<file path="config.mk">
export PLATFORM = sky130hd
export DESIGN_NAME = sdac_port
export DESIGN_NICKNAME = d
export VERILOG_FILES = /design/src/core/sdac_pkg.sv /design/src/core/sdac_buf2.sv /design/src/core/sdac_port.sv
export VERILOG_INCLUDE_DIRS = /design/src /design/src/core
export SDC_FILE = /design/constraint.sdc
export NUM_CORES = 1
export LEC_CHECK = 0
export BUFFER_PORTS_ARGS = -buffer_cell sky130_fd_sc_hd__buf_4
export CORE_MARGIN = 3
export CORE_UTILIZATION = 55
export DETAILED_ROUTE_END_ITERATION = 10
export PLACE_DENSITY = 0.75
export SYNTH_ARGS = -nofsm -noshare
export SYNTH_HDL_FRONTEND = slang
export SYNTH_SLANG_ARGS = --single-unit
</file>
<file path="constraint.sdc">
create_clock -name clk_i -period 2.3 [get_ports clk_i]
set_input_delay 0.46 -clock clk_i [delete_from_list [all_inputs] [get_ports clk_i]]
set_output_delay 0.46 -clock clk_i [all_outputs]
set_load 0.02 [all_outputs]
</file>
<file path="src/core/sdac_regs.svh">
`ifndef SDAC_REGS_SVH
`define SDAC_REGS_SVH
// word layout
`define SDAC_WORD_W 16
`define SDAC_CODE_W 10
`define SDAC_BIT_SPEED 14
`define SDAC_BIT_PWR 13
`define SDAC_CODE_MSB 11
`define SDAC_CODE_LSB 2
`define SDAC_BITS_PER_WORD 5'h10
`define SDAC_LATCH_RST 16'h0000
`endif

</file>
<file path="src/core/sdac_pkg.sv">
package sdac_pkg;
	typedef struct packed {
		logic speed_fast;
		logic power_down;
		logic [9:0] code;
	} sdac_out_type;
	typedef enum logic [1:0] {
		SDAC_IDLE = 2'b00,
		SDAC_SHIFT = 2'b01,
		SDAC_DONE = 2'b10
	} sdac_state_type;
endpackage : sdac_pkg

</file>
<file path="src/core/sdac_buf2.sv">
`timescale 1ns/1ps
// ***********************************
// two-entry buffer
// ***********************************
module sdac_buf2 #(
	parameter int W = 16
) (
	// clock and reset
	input wire logic clk_i,
	input wire logic srst_i,
	// fill side
	input wire logic in_valid_i,
	output logic in_ready_o,
	input wire logic [W-1:0] in_data_i,
	// drain side
	output logic out_valid_o,
	input wire logic out_ready_i,
	output logic [W-1:0] out_data_o
);
	logic [W-1:0] mem_r [0:1];
	logic [W-1:0] mem_nxt [0:1];
	logic [1:0] cnt_r, cnt_nxt;
	logic push, pop;
	assign in_ready_o = (cnt_r != 2'h2);
	assign out_valid_o = (cnt_r != 2'h0);
	assign out_data_o = mem_r[0];
	assign push = in_valid_i && in_ready_o;
	assign pop = out_valid_o && out_ready_i;
	always_comb begin
		mem_nxt[0] = mem_r[0];
		mem_nxt[1] = mem_r[1];
		cnt_nxt = cnt_r;
		if (pop) begin
			mem_nxt[0] = mem_r[1];
		end
		if (push) begin
			if (cnt_r == 2'h0 || (cnt_r == 2'h1 && pop)) begin
				mem_nxt[0] = in_data_i;
			end else begin
				mem_nxt[1] = in_data_i;
			end
		end
		if (push && !pop) begin
			cnt_nxt = cnt_r + 2'h1;
		end else if (pop && !push) begin
			cnt_nxt = cnt_r - 2'h1;
		end
	end
	always_ff @(posedge clk_i) begin
		if (srst_i) begin
			cnt_r <= 2'h0;
			mem_r[0] <= '0;
			mem_r[1] <= '0;
		end else begin
			cnt_r <= cnt_nxt;
			mem_r[0] <= mem_nxt[0];
			mem_r[1] <= mem_nxt[1];
		end
	end
endmodule : sdac_buf2

</file>
<file path="src/core/sdac_port.sv">
// Notes on behaviour
// - frame sync fall starts; bits captured on serial clock falls, msb first
// - shift register moves to latch after sixteen bits or frame sync rise
// - sixteenth bit on sixteenth fall; latch update on next serial clock rise
// - shift register and latch are sixteen bits wide
// - code is unsigned ten bits; output is twice reference times code/1024
// - latches clear to zero at reset
// - four-wire with select or three-wire with select tied low
// - bit 14 picks fast settling; bits 15 and 12 ignored
// - bit 13 powers down all amplifiers
// - bits 11..2 carry the code; host sends zeros in bits 1..0
`timescale 1ns/1ps
`include "sdac_regs.svh"
module sdac_port (
	// clock and reset
	input wire logic clk_i,
	input wire logic srst_i,
	// serial pins
	input wire logic dev_sel_n_i,
	input wire logic frame_sync_n_i,
	input wire logic sclk_i,
	input wire logic sdata_i,
	// latch side
	input wire logic out_ready_i,
	output logic out_valid_o,
	output sdac_pkg::sdac_out_type dac_o,
	output logic [15:0] latch_o
);
	import sdac_pkg::*;
	// ***********************************
	// pin synchronisers
	// ***********************************
	logic [3:0] s1_r, s2_r, s3_r;
	always_ff @(posedge clk_i) begin
		if (srst_i) begin
			s1_r <= 4'hF;
			s2_r <= 4'hF;
			s3_r <= 4'hF;
		end else begin
			s1_r <= {dev_sel_n_i, frame_sync_n_i, sclk_i, sdata_i};
			s2_r <= s1_r;
			s3_r <= s2_r;
		end
	end
	logic sel, fs_fall, fs_rise, ck_fall, ck_rise, din;
	// select tied low gives the three-wire mode
	assign sel = !s2_r[3];
	assign fs_fall = s3_r[2] && !s2_r[2];
	assign fs_rise = !s3_r[2] && s2_r[2];
	assign ck_fall = s3_r[1] && !s2_r[1];
	assign ck_rise = !s3_r[1] && s2_r[1];
	// data taken from the same synchroniser stage as the fall; host hold keeps it valid
	assign din = s2_r[0];
	// ***********************************
	// shifter
	// ***********************************
	sdac_state_type st_r, st_nxt;
	logic [15:0] sh_r, sh_nxt;
	logic [4:0] cnt_r, cnt_nxt;
	logic push;
	logic in_ready;
	always_comb begin
		st_nxt = st_r;
		sh_nxt = sh_r;
		cnt_nxt = cnt_r;
		push = 1'b0;
		case (st_r)
			SDAC_IDLE: begin
				if (sel && fs_fall) begin
					st_nxt = SDAC_SHIFT;
					cnt_nxt = 5'h00;
				end
			end
			SDAC_SHIFT: begin
				if (!sel) begin
					st_nxt = SDAC_IDLE;
				end else if (fs_rise && cnt_r != 5'h00) begin
					push = 1'b1;
					st_nxt = SDAC_IDLE;
				end else if (ck_fall && cnt_r < `SDAC_BITS_PER_WORD) begin
					sh_nxt = {sh_r[14:0], din};
					cnt_nxt = cnt_r + 5'h01;
				end else if (ck_rise && cnt_r == `SDAC_BITS_PER_WORD) begin
					push = 1'b1;
					st_nxt = SDAC_DONE;
				end
			end
			SDAC_DONE: begin
				if (fs_fall && sel) begin
					st_nxt = SDAC_SHIFT;
					cnt_nxt = 5'h00;
				end
			end
			default: st_nxt = SDAC_IDLE;
		endcase
	end
	always_ff @(posedge clk_i) begin
		if (srst_i) begin
			st_r <= SDAC_IDLE;
			sh_r <= `SDAC_LATCH_RST;
			cnt_r <= 5'h00;
		end else begin
			st_r <= st_nxt;
			sh_r <= sh_nxt;
			cnt_r <= cnt_nxt;
		end
	end
	// ***********************************
	// buffer and latch
	// ***********************************
	logic bvalid;
	logic [15:0] bdata;
	// a full buffer drops the word; host rate is far below drain rate
	sdac_buf2 #(.W(16)) u_buf (
		.clk_i(clk_i),
		.srst_i(srst_i),
		.in_valid_i(push),
		.in_ready_o(in_ready),
		.in_data_i(sh_r),
		.out_valid_o(bvalid),
		.out_ready_i(out_ready_i),
		.out_data_o(bdata)
	);
	logic [15:0] latch_r, latch_nxt;
	logic ov_r, ov_nxt;
	always_comb begin
		latch_nxt = latch_r;
		ov_nxt = 1'b0;
		if (bvalid && out_ready_i) begin
			latch_nxt = bdata;
			ov_nxt = 1'b1;
		end
	end
	always_ff @(posedge clk_i) begin
		if (srst_i) begin
			latch_r <= `SDAC_LATCH_RST;
			ov_r <= 1'b0;
		end else begin
			latch_r <= latch_nxt;
			ov_r <= ov_nxt;
		end
	end
	assign out_valid_o = ov_r;
	assign latch_o = latch_r;
	assign dac_o.speed_fast = latch_r[`SDAC_BIT_SPEED];
	assign dac_o.power_down = latch_r[`SDAC_BIT_PWR];
	// unsigned code, analog scaling is outside
	assign dac_o.code = latch_r[`SDAC_CODE_MSB:`SDAC_CODE_LSB];
	// ***********************************
	// checks
	// ***********************************
	a_word_update: assert property (@(posedge clk_i) disable iff (srst_i)
		(st_r == SDAC_SHIFT && ck_rise && cnt_r == 5'h10 && sel && !fs_rise)
		|=> st_r == SDAC_DONE) else $error("no update after 16 bits");
	a_early_fs: assert property (@(posedge clk_i) disable iff (srst_i)
		(st_r == SDAC_SHIFT && sel && fs_rise && cnt_r != 5'h00)
		|=> st_r == SDAC_IDLE) else $error("fs rise no update");
	a_shift_msb: assert property (@(posedge clk_i) disable iff (srst_i)
		(st_r == SDAC_SHIFT && sel && !fs_rise && ck_fall && cnt_r < 5'h10)
		|=> sh_r[0] == $past(din) && cnt_r == $past(cnt_r) + 5'h01)
		else $error("bad shift");
	a_done_hold: assert property (@(posedge clk_i) disable iff (srst_i)
		(st_r == SDAC_DONE && !fs_fall) |=> $stable(sh_r))
		else $error("shift after update");
	a_latch_path: assert property (@(posedge clk_i) disable iff (srst_i)
		(bvalid && out_ready_i) |=> latch_r == $past(bdata) && ov_r)
		else $error("latch not loaded");
	a_speed_map: assert property (@(posedge clk_i) disable iff (srst_i)
		dac_o.speed_fast == latch_r[14]) else $error("speed bit");
	a_pwr_map: assert property (@(posedge clk_i) disable iff (srst_i)
		dac_o.power_down == latch_r[13]) else $error("power bit");
	a_reset_clr: assert property (@(posedge clk_i)
		srst_i |=> latch_r == 16'h0000 && st_r == SDAC_IDLE)
		else $error("reset not clear");
	a_desel_idle: assert property (@(posedge clk_i) disable iff (srst_i)
		(st_r == SDAC_SHIFT && !sel) |=> st_r == SDAC_IDLE)
		else $error("deselect ignored");
endmodule : sdac_port

</file>
==> impl_metrics.env <==
export IMPL_status="completed"
export IMPL_p_int_mw=2.07
export IMPL_synthTopCellsByCount="dfxtp_1, nand2_1, mux2i_1, nand2b_1, nor2_1"
export IMPL_placed_area_um2=3770
export IMPL_boundaryPins=36
export IMPL_avgSynthCellArea_um2=9.24
export IMPL_setup_violations=0
export IMPL_max_cap_violations=0
export IMPL_post_cts_buffers=0
export IMPL_synth_edf_count=0
export IMPL_cts_resized=0
export IMPL_drt_antenna_violating_nets=0
export IMPL_grt_start_max_net_pins=99
export IMPL_routedWlPerCell_um=12.7
export IMPL_cts_hold_fix_buffers=0
export IMPL_die_y_um=86.4
export IMPL_setup_slack_ns=0.200
export IMPL_core_area_um2=6100
export IMPL_synthArstFlopShare_pct=0
export IMPL_clock_latency_ns=0.35
export IMPL_drt_iter0_markers=129
export IMPL_grt_pass1_vias=2305
export IMPL_finalSetupTns_ns=0
export IMPL_totalWireLength_mm=6.14
export IMPL_use_met1_pct=23.2
export IMPL_holdWs_ns=0.291
export IMPL_path_class="register to register"
export IMPL_clkTransAtPathRegs_ns=0.08
export IMPL_num_antenna_cells=0
export IMPL_cp_max_fo=5
export IMPL_drive_gt1_share_pct=18.9
export IMPL_synth_top_cell_by_area="dfxtp_1"
export IMPL_finalPower_mw=2.66
export IMPL_gp_congestion=0.725
export IMPL_worst_slew_pin_slew_ns=0.811
export IMPL_grt_setup_unrepaired="no"
export IMPL_p_switching_uw=594
export IMPL_crit_path_end_kind="register"
export IMPL_drc=0
export IMPL_area_growth_pct=11.7
export IMPL_hold_path_class="primary input to register"
export IMPL_synth_seq_cells=84
export IMPL_rows=28
export IMPL_final_cells=483
export IMPL_seq_power_share_pct=55.3
export IMPL_numCtsBuffers=9
export IMPL_fin_util_pct=65.2
export IMPL_dieArea_um2=7470
export IMPL_cp_data_arrival_time_ns=2.31
export IMPL_p_leak_nw=1.65
export IMPL_dr_pass1_iters=4
export IMPL_syn_nets=398
export IMPL_vias=2446
export IMPL_clockBufferDepth=2
export IMPL_cts_root_buf="clkbuf_8"
export IMPL_synth_ff_type="dfxtp_1"
export IMPL_fp_dieW_um=86.4
export IMPL_clock_sinks=84
export IMPL_slew_violations=0
export IMPL_cts_tree="built"
export IMPL_busiest_layer="met2"
export IMPL_synth_area_leaders="dfxtp_1, mux2i_1, nand2_1, nand2b_1, a21o_1"
export IMPL_grt_met2_usage_pct=27.6
export IMPL_startpoint_type="register"
export IMPL_gr_total_overflow=0
export IMPL_dp_slack_ns=0.253
export IMPL_ys_seq_area_share_pct=47.3
export IMPL_antenna_found_initial=0
export IMPL_fin_worst_skew_ns=0.00751
export IMPL_place_hpwl_mm=3.85
export IMPL_dp_cells=467
export IMPL_synth_warnings=0
export IMPL_relSlewSlack_pct=45.9
export IMPL_finish_instance_area_um2=3980
export IMPL_synth_distinct_cells=37
export IMPL_grt_usage_pct=17.8
export IMPL_power_density_nw_per_um2=670
export IMPL_netlist_area_leader_share_pct=47.3
export IMPL_grt_pass1_wl_mm=10.4
export IMPL_yosysMostFrequentCell="dfxtp_1"
export IMPL_pwr_share_clk_pct=39.5
export IMPL_hold_viol_final=0
export IMPL_syn_cell_area_um2=3560
export IMPL_power_share_combinational_pct=5.1
export IMPL_layout_nets=416
export IMPL_worst_ir_drop_vdd_uv=514
export IMPL_numPortBuffers=35
export IMPL_fmax_mhz=476
export IMPL_syn_inst=385
export IMPL_use_met3_pct=4.56
export IMPL_fin_crit_sh_pct=91.3
export IMPL_critPathRequiredTime_ns=2.51
export IMPL_swShare_pct=22.3
export IMPL_viasPerCell=5.06
export IMPL_ctsHtreeMaxLevel=3
export IMPL_start_util_pct=58.4
export IMPL_period_minus_slack_ns=2.10
[sequential cells by signal, indices dropped and copies added, names as in the netlist]
register / count
out_valid_o: 1
sh_r: 16
s1_r: 4
u_buf.cnt_r: 2
cnt_r: 5
s3_r: 2
latch_o: 16
s2_r: 4
u_buf.mem_r: 32
st_r: 2
[cell type report]
cell class | count | area [um^2]
repair buffers | 42 | 315
clock inverters | 4 | 47.5
clock buffers | 12 | 155
inverters | 6 | 22.5
multi-input cells | 260 | 1660
well taps | 75 | 93.8
fillers | 535 | 2120
flip-flops and latches | 84 | 1680
[worst max-delay path: stages (launching register included)]
cell	delay (ns)
dfxtp_1	0.36
inv_1	0.08
ha_1	0.21
nor4b_2	0.17
or2_2	0.34
a211oi_1	0.22
ha_1	0.20
xor2_1	0.15
nor2_1	0.06
a21oi_1	0.12
nor2_1	0.05
[final timing paths]
path | cells after the start | end | from | slack [ns]
worst max-delay path | 10 | u_buf.cnt_r[1] | cnt_r[0] | 0.20
worst max register to register | 10 | u_buf.cnt_r[1] | cnt_r[0] | 0.20
worst min-delay path | 2 | s1_r[3] | dev_sel_n_i | 0.29
worst min register to register | 1 | s2_r[3] | s1_r[3] | 0.41
[kinds of logic after synthesis]
family / synth area share [%]
simple gates: 21.1
flops: 47.3
mux: 14.1
compound gates: 8.83
buf+inv: 6.16
fa+ha+maj: 2.11
xor+xnor: 0.493
[power groups by stage]
stage          Clock, mW  Combinational [mW]  Sequential [mW]
6_report            1.05               0.136             1.47
5_1_grt             1.15               0.155             1.48
4_1_cts             1.09               0.140             1.47
3_5_place_dp           0               0.138             1.51
3_3_place_gp           0               0.136             1.51
2_1_floorplan          0               0.104             1.51
[metal layers]
layer	vias to the layer above	routed length [um]
li1	1289	-
met1	1102	3040
met2	44	2720
met3	11	266
met4	0	109
met5	-	0
[layout by cell type (no fill, tap or decap), types with 2 or more instances in the layout]
cell type and n:
dfxtp_1 84, nand2_1 65, mux2i_1 50, buf_4 42, nand2b_1 33, nor2_1 28, a21oi_1 21, a21o_1 17
or2_2 12, clkbuf_8 11, ha_1 6, inv_1 5, or3_1 3, a211oi_1 2, nor3b_1 2, xor2_1 2
nand3_1 2, o21ai_0 2, clkinv_2 2
Power figures use the tool's default switching activity.
